## src/common/ceq_pkg.sv

```systemverilog
// Notes on behaviour
// - register access only while mode select high
// - four eight-bit registers, seven-bit address
// - write: zero, seven address, eight data bits
// - master holds select low per frame
// - device samples data on clock rising edge
// - data output released throughout write frame
// - read header: one, then seven address bits
// - fetch at eighth rise, shift out from fall
// - master releases data line after eighth rise
// - swing field, reset 011
// - common mode field, reset 001
// - coarse launch bit, reset 0
// - fine launch gain field
// - read-only five-bit cable length code
// - extended reach enable bit
// - carrier status bit reads detector
// - extended reach off after reset
// - stay normal without carrier or long cable
// - carrier and short cable allow extended
// - enter: force sleep, set bit, wait, restore
// - leave: force sleep, clear bit, wait, restore
// - sleep field codes, reset 01
// - reserved general bits written as zero
package ceq_pkg;
	localparam int ADDR_W = 7;
	localparam int DATA_W = 8;
	localparam int FRAME_BITS = 16;
	localparam int HDR_BITS = 8;
	// register addresses on the serial link
	localparam logic [6:0] REG_GEN = 7'h00;
	localparam logic [6:0] REG_DRV = 7'h01;
	localparam logic [6:0] REG_LAUNCH = 7'h02;
	localparam logic [6:0] REG_LEN = 7'h03;
	// field positions
	localparam int GEN_CD_BIT = 7;
	localparam int GEN_MUTE_BIT = 6;
	localparam int GEN_BYP_BIT = 5;
	localparam int GEN_SLEEP_LSB = 3;
	localparam int GEN_EXT_BIT = 2;
	localparam int DRV_SWING_LSB = 5;
	localparam int DRV_CM_LSB = 2;
	localparam int LA_COARSE_BIT = 7;
	localparam int LA_FINE_LSB = 3;
	localparam int LEN_LSB = 3;
	// values after reset
	localparam logic [1:0] SLEEP_RST = 2'h1;
	localparam logic EXT_RST = 1'b0;
	localparam logic MUTE_RST = 1'b0;
	localparam logic BYP_RST = 1'b0;
	localparam logic [2:0] SWING_RST = 3'h3;
	localparam logic [2:0] CM_RST = 3'h1;
	localparam logic COARSE_RST = 1'b0;
	localparam logic [3:0] FINE_RST = 4'h0;
	// sleep codes
	localparam logic [1:0] SLEEP_NEVER = 2'h0;
	localparam logic [1:0] SLEEP_AUTO = 2'h1;
	localparam logic [1:0] SLEEP_FORCE = 2'h2;
	// controller registers on the system bus
	localparam logic [7:0] HOST_CMD_OFS = 8'h00;
	localparam logic [7:0] HOST_STAT_OFS = 8'h04;
	localparam logic [7:0] HOST_SEQ_OFS = 8'h08;
	localparam int CMD_RD_BIT = 16;
	localparam int SEQ_THR_LSB = 8;
	localparam logic [4:0] THR_RST = 5'h12;
	localparam logic [1:0] RESTORE_RST = 2'h1;
	// timing
	localparam int CLK_PERIOD_NS = 50;
	localparam int SCK_PERIOD_NS = 400;
	localparam int SCK_HALF_CYC = SCK_PERIOD_NS / (2 * CLK_PERIOD_NS);
	localparam int EXT_WAIT_US = 1000;
	localparam int EXT_WAIT_CYC =
		(EXT_WAIT_US * 1000 + CLK_PERIOD_NS - 1) / CLK_PERIOD_NS;
	// serial engine of the controller
	typedef enum logic [2:0] {
		E_IDLE = 3'b000,
		E_LOW = 3'b001,
		E_HIGH = 3'b010,
		E_END = 3'b011,
		E_GAP = 3'b100
	} ceq_eng_t;
	// reach sequencer of the controller
	typedef enum logic [2:0] {
		Q_OFF = 3'b000,
		Q_RD_CD = 3'b001,
		Q_RD_LEN = 3'b010,
		Q_SLEEP = 3'b011,
		Q_SET_EXT = 3'b100,
		Q_WAIT = 3'b101,
		Q_RESTORE = 3'b110,
		Q_EXT_POLL = 3'b111
	} ceq_seq_t;
endpackage : ceq_pkg

```

## src/common/ceq_spi_if.sv

```systemverilog
`timescale 1ns/10ps
// serial link; an enable high marks a released line, which the receiving end still shifts in
interface ceq_spi_if;
	logic sck;
	logic ss_n;
	logic mosi;
	logic mosi_oe_n;
	logic miso;
	logic miso_oe_n;
	modport dev (
		input sck,
		input ss_n,
		input mosi,
		output miso,
		output miso_oe_n
	);
	modport host (
		output sck,
		output ss_n,
		output mosi,
		output mosi_oe_n,
		input miso
	);
endinterface : ceq_spi_if

```

## src/verilog/ceq_sync.sv

```systemverilog
`timescale 1ns/10ps
// two-stage synchroniser; only the second stage is visible
module ceq_sync #(
	parameter int W = 1,
	parameter logic [W-1:0] INIT = '0
) (
	input wire logic core_clk,
	input wire logic resetn,
	input wire logic ce,
	input wire logic [W-1:0] d,
	output logic [W-1:0] q
);
	logic [W-1:0] meta_q;
	logic [W-1:0] sync_q;

	// first stage feeds the second and nothing else
	always_ff @(posedge core_clk or negedge resetn)
	begin
		if (!resetn)
		begin
			meta_q <= INIT;
			sync_q <= INIT;
		end
		else if (ce)
		begin
			meta_q <= d;
			sync_q <= meta_q;
		end
	end

	assign q = sync_q;
endmodule : ceq_sync

```

## src/verilog/ceq_host.sv

```systemverilog
// The AHB-Lite slave port is this design's own decision.
`timescale 1ns/10ps
// serial master with a reach sequencer, steered over ahb-lite
module ceq_host #(
	parameter int SCK_HALF = ceq_pkg::SCK_HALF_CYC,
	parameter int WAIT_CYC = ceq_pkg::EXT_WAIT_CYC
) (
	input wire logic core_clk,
	input wire logic resetn,
	input wire logic ce,
	input wire logic hsel,
	input wire logic [31:0] haddr,
	input wire logic [1:0] htrans,
	input wire logic hwrite,
	input wire logic [2:0] hsize,
	input wire logic [31:0] hwdata,
	input wire logic hready,
	output logic hreadyout,
	output logic [31:0] hrdata,
	output logic hresp,
	ceq_spi_if.host spi
);
	// the device needs half periods long enough for its own sampling
	if (SCK_HALF < 4) $error("SCK_HALF below 4 cycles");
	if (WAIT_CYC < 1) $error("WAIT_CYC below 1");

	logic miso_s;
	logic ap_q;
	logic [7:0] ap_addr_q;
	logic [31:0] hrdata_q;
	logic wr_cmd;
	logic wr_seq;
	logic [16:0] cmd_q;
	logic sw_pend_q;
	logic seq_en_q;
	logic [1:0] restore_q;
	logic [1:0] base_q;
	logic [4:0] thr_q;
	ceq_pkg::ceq_eng_t eng_q;
	logic [31:0] hc_q;
	logic [3:0] bi_q;
	logic [15:0] tx_q;
	logic [7:0] rx_q;
	logic rd_q;
	logic done_q;
	logic sck_q;
	logic ss_n_q;
	logic mosi_q;
	logic mosi_oe_n_q;
	logic half_end;
	ceq_pkg::ceq_seq_t seq_q;
	logic issued_q;
	logic tgt_q;
	logic ext_q;
	logic [31:0] wc_q;
	logic seq_rd;
	logic [6:0] seq_addr;
	logic [7:0] seq_data;
	logic seq_issue;
	logic start;
	logic [15:0] frame;
	logic [31:0] stat;

	ceq_sync #(
		.W(1),
		.INIT(1'b0)
	) u_sync (
		.core_clk(core_clk),
		.resetn(resetn),
		.ce(ce),
		.d(spi.miso),
		.q(miso_s)
	);

	////////////////////////////////////////////////////////////////////////
	// bus slave: zero wait states, read data registered in address phase
	assign stat = {7'h0, rx_q[ceq_pkg::GEN_CD_BIT], 8'h0, rx_q, 6'h0,
		ext_q, eng_q != ceq_pkg::E_IDLE || sw_pend_q};
	assign wr_cmd = ap_q && ap_addr_q == ceq_pkg::HOST_CMD_OFS;
	assign wr_seq = ap_q && ap_addr_q == ceq_pkg::HOST_SEQ_OFS;

	always_ff @(posedge core_clk or negedge resetn)
	begin
		if (!resetn)
		begin
			ap_q <= 1'b0;
			ap_addr_q <= 8'h00;
			hrdata_q <= 32'h0;
		end
		else if (ce)
		begin
			ap_q <= hsel && hready && htrans[1] && hwrite && hsize == 3'h2;
			ap_addr_q <= haddr[7:0];
			if (hsel && hready && htrans[1] && !hwrite)
				hrdata_q <= haddr[7:0] == ceq_pkg::HOST_CMD_OFS ? 32'(cmd_q) :
					haddr[7:0] == ceq_pkg::HOST_STAT_OFS ? stat :
					haddr[7:0] == ceq_pkg::HOST_SEQ_OFS ?
					{19'h0, thr_q, 3'h0, base_q, restore_q, seq_en_q} : 32'h0;
		end
	end

	// software registers; a command while busy is dropped
	always_ff @(posedge core_clk or negedge resetn)
	begin
		if (!resetn)
		begin
			cmd_q <= 17'h0;
			sw_pend_q <= 1'b0;
			seq_en_q <= 1'b0;
			restore_q <= ceq_pkg::RESTORE_RST;
			base_q <= 2'h0;
			thr_q <= ceq_pkg::THR_RST;
		end
		else if (ce)
		begin
			if (wr_cmd && !sw_pend_q && eng_q == ceq_pkg::E_IDLE)
			begin
				cmd_q <= hwdata[16:0];
				sw_pend_q <= seq_q == ceq_pkg::Q_OFF;
			end
			else if (start && !seq_issue)
				sw_pend_q <= 1'b0;
			if (wr_seq)
			begin
				seq_en_q <= hwdata[0];
				restore_q <= hwdata[2:1];
				base_q <= hwdata[4:3];
				thr_q <= hwdata[ceq_pkg::SEQ_THR_LSB +: 5];
			end
		end
	end

	////////////////////////////////////////////////////////////////////////
	// sequencer frames; reserved general bits always go out as zero
	assign seq_rd = seq_q == ceq_pkg::Q_RD_CD || seq_q == ceq_pkg::Q_RD_LEN
		|| seq_q == ceq_pkg::Q_EXT_POLL;
	assign seq_addr = seq_q == ceq_pkg::Q_RD_LEN ? ceq_pkg::REG_LEN :
		ceq_pkg::REG_GEN;
	assign seq_data = {1'b0, base_q,
		seq_q == ceq_pkg::Q_RESTORE ? restore_q : ceq_pkg::SLEEP_FORCE,
		seq_q == ceq_pkg::Q_SLEEP ? ext_q : tgt_q, 2'h0};
	assign seq_issue = seq_q != ceq_pkg::Q_OFF && seq_q != ceq_pkg::Q_WAIT
		&& !issued_q;
	assign start = eng_q == ceq_pkg::E_IDLE && !done_q &&
		(seq_issue || sw_pend_q);
	// write frames carry data, sequencer reads send zeros after the header
	assign frame = seq_issue ? {seq_rd, seq_addr, seq_rd ? 8'h00 : seq_data}
		: {cmd_q[ceq_pkg::CMD_RD_BIT], cmd_q[14:0]};

	always_ff @(posedge core_clk or negedge resetn)
	begin
		if (!resetn)
		begin
			seq_q <= ceq_pkg::Q_OFF;
			issued_q <= 1'b0;
			tgt_q <= 1'b0;
			ext_q <= 1'b0;
			wc_q <= 32'h0;
		end
		else if (ce)
		begin
			if (start && seq_issue)
				issued_q <= 1'b1;
			else if (done_q)
				issued_q <= 1'b0;
			wc_q <= seq_q == ceq_pkg::Q_WAIT ? wc_q + 32'h1 : 32'h0;
			case (seq_q)
				ceq_pkg::Q_OFF:
					if (seq_en_q)
						seq_q <= ceq_pkg::Q_RD_CD;
				ceq_pkg::Q_RD_CD:
					if (done_q && issued_q)
						// without carrier the device stays normal
						seq_q <= !seq_en_q ? ceq_pkg::Q_OFF :
							rx_q[ceq_pkg::GEN_CD_BIT] ? ceq_pkg::Q_RD_LEN :
							ceq_pkg::Q_RD_CD;
				ceq_pkg::Q_RD_LEN:
					if (done_q && issued_q)
					begin
						if (rx_q[ceq_pkg::LEN_LSB +: 5] < thr_q)
						begin
							tgt_q <= 1'b1;
							seq_q <= ceq_pkg::Q_SLEEP;
						end
						else
							seq_q <= ceq_pkg::Q_RD_CD;
					end
				ceq_pkg::Q_SLEEP:
					if (done_q && issued_q)
						seq_q <= ceq_pkg::Q_SET_EXT;
				ceq_pkg::Q_SET_EXT:
					if (done_q && issued_q)
					begin
						ext_q <= tgt_q;
						seq_q <= ceq_pkg::Q_WAIT;
					end
				ceq_pkg::Q_WAIT:
					if (wc_q == 32'(WAIT_CYC - 1))
						seq_q <= ceq_pkg::Q_RESTORE;
				ceq_pkg::Q_RESTORE:
					if (done_q && issued_q)
						seq_q <= tgt_q ? ceq_pkg::Q_EXT_POLL : ceq_pkg::Q_RD_CD;
				ceq_pkg::Q_EXT_POLL:
					if (done_q && issued_q && !rx_q[ceq_pkg::GEN_CD_BIT])
					begin
						tgt_q <= 1'b0;
						seq_q <= ceq_pkg::Q_SLEEP;
					end
				default:
					seq_q <= ceq_pkg::Q_OFF;
			endcase
		end
	end

	////////////////////////////////////////////////////////////////////////
	// serial engine: clock idles low, data changes while clock is low,
	// miso is sampled late in the high phase to allow for sync delay
	assign half_end = hc_q == 32'(SCK_HALF - 1);

	always_ff @(posedge core_clk or negedge resetn)
	begin
		if (!resetn)
		begin
			eng_q <= ceq_pkg::E_IDLE;
			hc_q <= 32'h0;
			bi_q <= 4'h0;
			tx_q <= 16'h0;
			rx_q <= 8'h00;
			rd_q <= 1'b0;
			done_q <= 1'b0;
			sck_q <= 1'b0;
			ss_n_q <= 1'b1;
			mosi_q <= 1'b0;
			mosi_oe_n_q <= 1'b1;
		end
		else if (ce)
		begin
			done_q <= 1'b0;
			hc_q <= half_end || eng_q == ceq_pkg::E_IDLE ? 32'h0 : hc_q + 32'h1;
			case (eng_q)
				ceq_pkg::E_IDLE:
					if (start)
					begin
						tx_q <= frame;
						rd_q <= frame[15];
						bi_q <= 4'h0;
						ss_n_q <= 1'b0;
						mosi_q <= frame[15];
						mosi_oe_n_q <= 1'b0;
						eng_q <= ceq_pkg::E_LOW;
					end
				ceq_pkg::E_LOW:
					if (half_end)
					begin
						sck_q <= 1'b1;
						eng_q <= ceq_pkg::E_HIGH;
					end
				ceq_pkg::E_HIGH:
				begin
					// one cycle after the eighth rise of a read
					if (hc_q == 32'h0 && rd_q && bi_q == 4'h7)
						mosi_oe_n_q <= 1'b1;
					if (half_end)
					begin
						rx_q <= {rx_q[6:0], miso_s};
						sck_q <= 1'b0;
						bi_q <= bi_q + 4'h1;
						tx_q <= {tx_q[14:0], 1'b0};
						mosi_q <= tx_q[14];
						eng_q <= bi_q == 4'hf ? ceq_pkg::E_END : ceq_pkg::E_LOW;
					end
				end
				ceq_pkg::E_END:
					if (half_end)
					begin
						ss_n_q <= 1'b1;
						mosi_oe_n_q <= 1'b1;
						eng_q <= ceq_pkg::E_GAP;
					end
				ceq_pkg::E_GAP:
					if (half_end)
					begin
						done_q <= 1'b1;
						eng_q <= ceq_pkg::E_IDLE;
					end
				default:
					eng_q <= ceq_pkg::E_IDLE;
			endcase
		end
	end

	assign spi.sck = sck_q;
	assign spi.ss_n = ss_n_q;
	assign spi.mosi = mosi_q;
	assign spi.mosi_oe_n = mosi_oe_n_q;
	assign hreadyout = 1'b1;
	assign hresp = 1'b0;
	assign hrdata = hrdata_q;
endmodule : ceq_host

```

## src/flat_wrapper.sv

```systemverilog
// flat-port wrapper written by rule: the top's interface ports become plain ports
module ceq_host_flat 
#(
	parameter int SCK_HALF = ceq_pkg::SCK_HALF_CYC,
	parameter int WAIT_CYC = ceq_pkg::EXT_WAIT_CYC
)
  (core_clk, resetn, ce, hsel, haddr, htrans, hwrite, hsize, hwdata, hready, hreadyout, hrdata, hresp, spi_sck, spi_ss_n, spi_mosi, spi_mosi_oe_n, spi_miso);
  ceq_spi_if spi_i ();
  input wire logic core_clk;
  input wire logic resetn;
  input wire logic ce;
  input wire logic hsel;
  input wire logic [31:0] haddr;
  input wire logic [1:0] htrans;
  input wire logic hwrite;
  input wire logic [2:0] hsize;
  input wire logic [31:0] hwdata;
  input wire logic hready;
  output logic hreadyout;
  output logic [31:0] hrdata;
  output logic hresp;
  output wire logic [$bits(spi_i.sck)-1:0] spi_sck;
  output wire logic [$bits(spi_i.ss_n)-1:0] spi_ss_n;
  output wire logic [$bits(spi_i.mosi)-1:0] spi_mosi;
  output wire logic [$bits(spi_i.mosi_oe_n)-1:0] spi_mosi_oe_n;
  input wire logic [$bits(spi_i.miso)-1:0] spi_miso;
  assign spi_sck = spi_i.sck;
  assign spi_ss_n = spi_i.ss_n;
  assign spi_mosi = spi_i.mosi;
  assign spi_mosi_oe_n = spi_i.mosi_oe_n;
  assign spi_i.miso = spi_miso;
  ceq_host #(.SCK_HALF(SCK_HALF), .WAIT_CYC(WAIT_CYC)) u_core (.core_clk(core_clk), .resetn(resetn), .ce(ce), .hsel(hsel), .haddr(haddr), .htrans(htrans), .hwrite(hwrite), .hsize(hsize), .hwdata(hwdata), .hready(hready), .hreadyout(hreadyout), .hrdata(hrdata), .hresp(hresp), .spi(spi_i));
endmodule
```

## config.mk

```make
export PLATFORM = sky130hd
export DESIGN_NAME = ceq_host_flat
export DESIGN_NICKNAME = d
export VERILOG_FILES = /design/src/common/ceq_pkg.sv /design/src/common/ceq_spi_if.sv /design/src/verilog/ceq_sync.sv /design/src/verilog/ceq_host.sv /design/src/flat_wrapper.sv
export SDC_FILE = /design/constraint.sdc
export NUM_CORES = 1
export LEC_CHECK = 0
export BUFFER_PORTS_ARGS = -buffer_cell sky130_fd_sc_hd__buf_4
export CELL_PAD_IN_SITES_DETAIL_PLACEMENT = 1
export CELL_PAD_IN_SITES_GLOBAL_PLACEMENT = 2
export CORE_MARGIN = 4
export CORE_UTILIZATION = 40
export CTS_CLUSTER_SIZE = 10
export DETAILED_ROUTE_END_ITERATION = 8
export GPL_ROUTABILITY_DRIVEN = 1
export MAX_ROUTING_LAYER = met4
export PLACE_DENSITY_LB_ADDON = 0.1
export SYNTH_ARGS = -nofsm -noshare
export SYNTH_HDL_FRONTEND = slang
export SYNTH_SLANG_ARGS = --single-unit
```

## constraint.sdc

```tcl
create_clock -name core_clk -period 5 [get_ports core_clk]
set_input_delay 0.5 -clock core_clk [delete_from_list [all_inputs] [get_ports core_clk]]
set_output_delay 0.5 -clock core_clk [all_outputs]
set_load 0.005 [all_outputs]
```

==> flow_summary.toml, run 1 <==
[status]
status = "complete, no violations"

[cts]
cts_tree = "done"
cts.sinks = 163
cts-buffers-inserted = 17
clk_path_buf_depth = 2
cts_root_buf = "clkbuf_16"
clk_pin_slew_worst_paths_ns = 0.07
cts.hold.buffers_added = 0
postCtsSetupRepairBufs = 0
clk_latency_ns = 0.42
cts-htree-levels = 4
cts_resized = 0

[critical_path]
path_class = "reg2reg"
rrSetupSlack_ns = 1.82
crit_path_end_kind = "register"
crit_fanout = 30
critPathLaunch = "u_core.hc_q[11]"
worstPathRequired_ns = 5.26
r2r_start = "u_core.hc_q[11]"
start_kind = "register"
critPathArrivalTime_ns = 3.44
endpoint = "u_core.hc_q[16]"
r2r_end = "u_core.hc_q[16]"
r2r_cells = 5

[synth]
synthTopCellsByCount = "dfrtp_1 (158), nor2_1 (93), nand2_1 (63), o21ai_0 (46), mux2_2 (40)"
synth.area.top_cells = "dfrtp_1 (48%), mux2_2 (5.5%), nor2_1 (4.2%)"
synth_seq_cells = 163
seq_area_frac_synth_pct = 49.55
synth_area_per_cell_sq_um = 10.03
synth_area_leader_cell = "dfrtp_1"
syn_area_sq_um = 8244
yosysUniqueCellTypes = 70
async_flop_share_pct = 100.0
ys_warn_count = 0
synth_most_common_cell = "dfrtp_1"
synth_ff_type = "dfrtp_1"
synth_edf_count = 0
synthCells = 822
synth_top_area_share_pct = 47.96

[pwr]
seqPwrFrac_pct = 44.2
fin_total_pwr_mw = 3.873
p_switching_mw = 1.206
power_leakage_nw = 4.098
p_per_area_nw_per_um2 = 410.0
p_int_mw = 2.667
vdd_drop_max_uv = 234.6
comb_power_share_pct = 18.9
power.share.clock_pct = 36.9
swShare_pct = 31.13

[sta]
slew_violations = 0
post-route-period-util_pct = 63.63
slew_headroom_pct = 17.90
finalSetupViolCount = 0
rsz0062_at_grt = "false"
tightest_slew_ns = 1.222
skew_ns = 0.008961
fmax_mhz = 314.3
layout_min_cycle_time_ns = 3.181
hold_viol_final = 0
setup_tns_ns = 0
setup_slack_ns = 1.819

[placed_design]
dp_cells = 1113
finalWeightedCongestion = 0.8257
hpwlAfterDp_microns = 14990
postPlaceCellArea_sq_um = 8805
post-place-ws_ns = 1.739
port_buffers = 57

[global_route]
grt_overflow = 0
grt_max_degree = 92
grtUsageTotal_pct = 20.22
grt_first_pass_wirelength_microns = 35850
grt_pass1_vias = 6905
antenna_found_initial = 0

[route]
drtIter0Drc = 314
post_drt_wl_per_cell_microns = 19.02
drtAntennaViolNets = 0
firstDrtPassIters = 4
vias = 6325
via_per_inst = 5.524
postRouteWirelength_microns = 21780
drc = 0

[floorplan]
core_area_sq_um = 20230
floorplan.initialDensity_pct = 40.74
ios = 114
dieArea_sq_um = 22970
die_w_microns = 151.6
dieHeight_microns = 151.6
row_count = 52

[cells_and_area]
nets = 946
final_area_sq_um = 9445
drive_gt1_share_pct = 18.97
area_delta_synth_final_pct = 14.57
stdcell_count = 1145
antenna_cells = 0

[job]
drv_cap = 0

[worst_hold_path]
hp-class = "in2async"
critical path: stages, from the launching register on:
cell,delay [ns]
dfrtp_1,0.44
nor4_1,0.43
nand4_2,0.28
nor3_1,0.81
o21a_1,0.90
nor2_1,0.14
worst min-delay path by stage:
stage                     from             endpoint  slack (ns)  depth (start not counted)
2_1_floorplan           resetn  u_core.ap_addr_q[0]        0.20                          0
3_3_place_gp   u_core.spi.ss_n      u_core.spi.ss_n        0.45                          2
3_5_place_dp   u_core.spi.ss_n      u_core.spi.ss_n        0.46                          2
4_1_cts                 resetn      u_core.wc_q[26]        0.19                          1
5_1_grt                 resetn      u_core.wc_q[27]        0.21                          1
6_report                resetn      u_core.wc_q[27]        0.15                          1
cell usage in the layout, fill, tap and decap left out, types with 22 or more instances in the layout:
cell type  count
nand4_1       22
nor2_1        93
inv_1         34
nand3_1       35
buf_4         61
dfrtp_1      158
o21ai_0       46
nand2_1       63
nor4_1        22
mux2_2        40
xnor2_1       38
nor3_1        22
cell type report:
type                    instances  area [sq um]
flip-flops and latches        163          4085
fillers                      2243         10790
inverters                      35         131.4
clock inverters                13         197.7
multi-input cells             583          3781
clock buffers                  19         442.9
well taps                     270         337.8
repair buffers                 62         469.2
cells by family (layout without fill, tap and decap cells):
group,Yosys count,in the layout,synth area share (%)
buffers and inverters,90,129,5.357
DFF,163,163,49.55
and+or+nand+nor,323,323,20.09
xor gates and xnor gates,52,52,5.524
other,2,16,0.09109
adders and majority gates,8,8,1.214
AOI/OAI and AO/OA,130,130,10.46
muxes,54,54,7.710
flip-flops by register name, summed over array words and instances (netlist names), 2 cells and up:
register,cells
u_core.thr_q,5
u_core.eng_q,3
u_core.wc_q,32
u_core.restore_q,2
u_core.rx_q,8
u_core.ap_addr_q,8
u_core.base_q,2
u_core.bi_q,4
u_core.hrdata,18
u_core.tx_q,15
u_core.cmd_q,17
u_core.seq_q,3
u_core.hc_q,32
power by group through the flow:
| stage | Combinational [mW] | Clock, mW | Sequential, mW |
|---|---|---|---|
| floorplan | 0.569 | 0 | 1.61 |
| global placement | 0.706 | 0 | 1.72 |
| detailed placement | 0.737 | 0 | 1.73 |
| CTS | 0.745 | 1.46 | 1.71 |
| global route | 0.826 | 1.52 | 1.74 |
| finish | 0.734 | 1.43 | 1.71 |
per-stage QoR:
stage	utilization, %	hold slack [ns]
global placement	43.51	0.4496
finish	46.68	0.1538
global route	46.68	0.2138
detailed placement	43.51	0.4556
CTS	46.68	0.1948
floorplan	-	0.2044
per-layer routing:
layer / up-vias / track usage, % / part of all wire (%)
li1: 2983 / - / -
met1: 3242 / 26.63 / 47
met2: 84 / 32.87 / 49
met3: 16 / 3.778 / 2.7
met4: 0 / 4.403 / 0.81
met5: - / - / 0
No activity file was read; power rests on OpenSTA's default activity.
==> inputs of run 2 (changes only) <==
--- a/config.mk
+++ b/config.mk
@@ -9,7 +9,7 @@
 export CELL_PAD_IN_SITES_DETAIL_PLACEMENT = 1
 export CELL_PAD_IN_SITES_GLOBAL_PLACEMENT = 2
 export CORE_MARGIN = 4
-export CORE_UTILIZATION = 40
+export CORE_UTILIZATION = 37
 export CTS_CLUSTER_SIZE = 10
 export DETAILED_ROUTE_END_ITERATION = 8
 export GPL_ROUTABILITY_DRIVEN = 1
==> constraint.sdc (replaced) <==
create_clock -name core_clk -period 3.25 [get_ports core_clk]
set_input_delay 0.325 -clock core_clk [delete_from_list [all_inputs] [get_ports core_clk]]
set_output_delay 0.325 -clock core_clk [all_outputs]
set_load 0.005 [all_outputs]
==> run 2 against run 1 <==
Compared with the run above: total power is 54% higher; non-clock buffer count is 15 higher; die area is 7.7% higher.
==> flow_summary.toml, run 2 (synthesized netlist as in run 1, its figures left out) <==
[placed_design]
port_buffers = 57
hpwlAfterDp_microns = 15530
post-place-ws_ns = 0.6956
finalWeightedCongestion = 0.7863

[global_route]
antenna_found_initial = 0
grtUsageTotal_pct = 19.08
grt_first_pass_wirelength_microns = 36920
grt_pass1_vias = 6903
grt_max_degree = 69
grt_overflow = 0

[pwr]
power_leakage_nw = 4.171
p_per_area_nw_per_um2 = 623.1
vdd_drop_max_uv = 328.6
comb_power_share_pct = 19.9
p_int_mw = 4.073
power.share.clock_pct = 36.2
swShare_pct = 31.61
p_switching_mw = 1.883
seqPwrFrac_pct = 43.9

[cells_and_area]
layout_commonest_cell = "dfrtp_1"
antenna_cells = 0
drive_gt1_share_pct = 20.34
nets = 961
area_delta_synth_final_pct = 15.94
layout_common_cells = "dfrtp_1 (158), nor2_1 (93), buf_4 (75)"

[critical_path]
rrSetupSlack_ns = 0.70
critPathArrivalTime_ns = 2.85
crit_path_end_kind = "register"
critPathLaunch = "u_core.eng_q[1]"
r2r_cells = 5
r2r_start = "u_core.eng_q[1]"
start_kind = "register"
worstPathRequired_ns = 3.55
path_class = "reg2reg"
r2r_end = "u_core.tx_q[14]"
endpoint = "u_core.tx_q[14]"
crit_fanout = 16

[route]
post_drt_wl_per_cell_microns = 18.90
drtAntennaViolNets = 0
drtIter0Drc = 412
postRouteWirelength_microns = 22110
vias = 6413
firstDrtPassIters = 6
via_per_inst = 5.481
drc = 0

[cts]
cts_tree = "done"
clk_latency_ns = 0.42
cts-htree-levels = 4
cts-buffers-inserted = 17
cts.sinks = 163
clk_path_buf_depth = 2
clk_pin_slew_worst_paths_ns = 0.07
postCtsSetupRepairBufs = 0
cts_root_buf = "clkbuf_16"

[status]
status = "complete, no violations"

[floorplan]
row_count = 54
dieArea_sq_um = 24730
dieHeight_microns = 157.3
floorplan.initialDensity_pct = 37.66
ios = 114
die_w_microns = 157.3
core_area_sq_um = 21890

[sta]
timing.hold.ws_ns = 0.1294
setup_slack_ns = 0.6990
fmax_mhz = 392.0
slew_violations = 0
finalSetupViolCount = 0
rsz0062_at_grt = "false"
setup_tns_ns = 0
post-route-period-util_pct = 78.49
hold_viol_final = 0
tightest_slew_ns = 0.7469
layout_min_cycle_time_ns = 2.551
slew_headroom_pct = 50.07
skew_ns = 0.01398

[job]
drv_cap = 0

[worst_hold_path]
hp-class = "in2reg"
-- run 2: worst min-delay path by stage --
stage	from	slack (ns)	depth (start not counted)	to
2_1_floorplan	resetn	0.03	0	u_core.ap_addr_q[0]
3_3_place_gp	resetn	0.37	1	u_core.wc_q[25]
3_5_place_dp	resetn	0.38	1	u_core.wc_q[25]
4_1_cts	spi_miso	0.11	2	u_core.u_sync.meta_q
5_1_grt	spi_miso	0.11	2	u_core.u_sync.meta_q
6_report	spi_miso	0.13	2	u_core.u_sync.meta_q
-- run 2: metrics by stage --
step / std cells / utilization, % / power (mW) / area [sq um]
after detailed placement: 1137 / 40.76 / 3.837 / 8922
after CTS: 1170 / 43.66 / 6.040 / 9558
final: 1170 / 43.66 / 5.956 / 9558
after floorplan: 836 / - / 3.349 / 8297
after global routing: 1170 / 43.66 / 6.288 / 9558
after global placement: 1137 / 40.76 / 3.783 / 8922
-- run 2: worst max-delay path, stage by stage, from the launching register on --
cell and delay (ns):
dfrtp_1 0.49, inv_1 0.14, or3_1 0.51, or4_4 0.60, nand2_2 0.31, mux2_2 0.38
-- run 2: timing repair --
action,4_1_cts,5_1_grt
hold endpoints to repair,64,0
hold buffers,1,0
resized for setup,0,0
endpoints found under the setup margin,0,0
-- run 2: final cells by class --
cell class                      instances  area [sq um]
Inverter                               35         131.4
Clock inverter                         14         186.4
Timing Repair Buffer                   77         584.3
Clock buffer                           18         439.2
Fill cell                            2440         12330
Tap cell                              280         350.3
Sequential cell                       163          4085
Multi-Input combinational cell        583          3781
-- run 2: power groups by stage --
stage,clock network (mW),logic (mW),registers [mW]
after floorplan,0,0.876,2.47
after global placement,0,1.15,2.63
after detailed placement,0,1.19,2.65
after CTS,2.22,1.20,2.61
after global routing,2.31,1.32,2.66
final,2.16,1.18,2.62
-- run 2: metal layers --
metal  GRT usage, %  share of wire, %
met5              -                 0
met1          25.81                48
met3          2.777               2.7
met2          30.41                48
met4          4.834               1.1
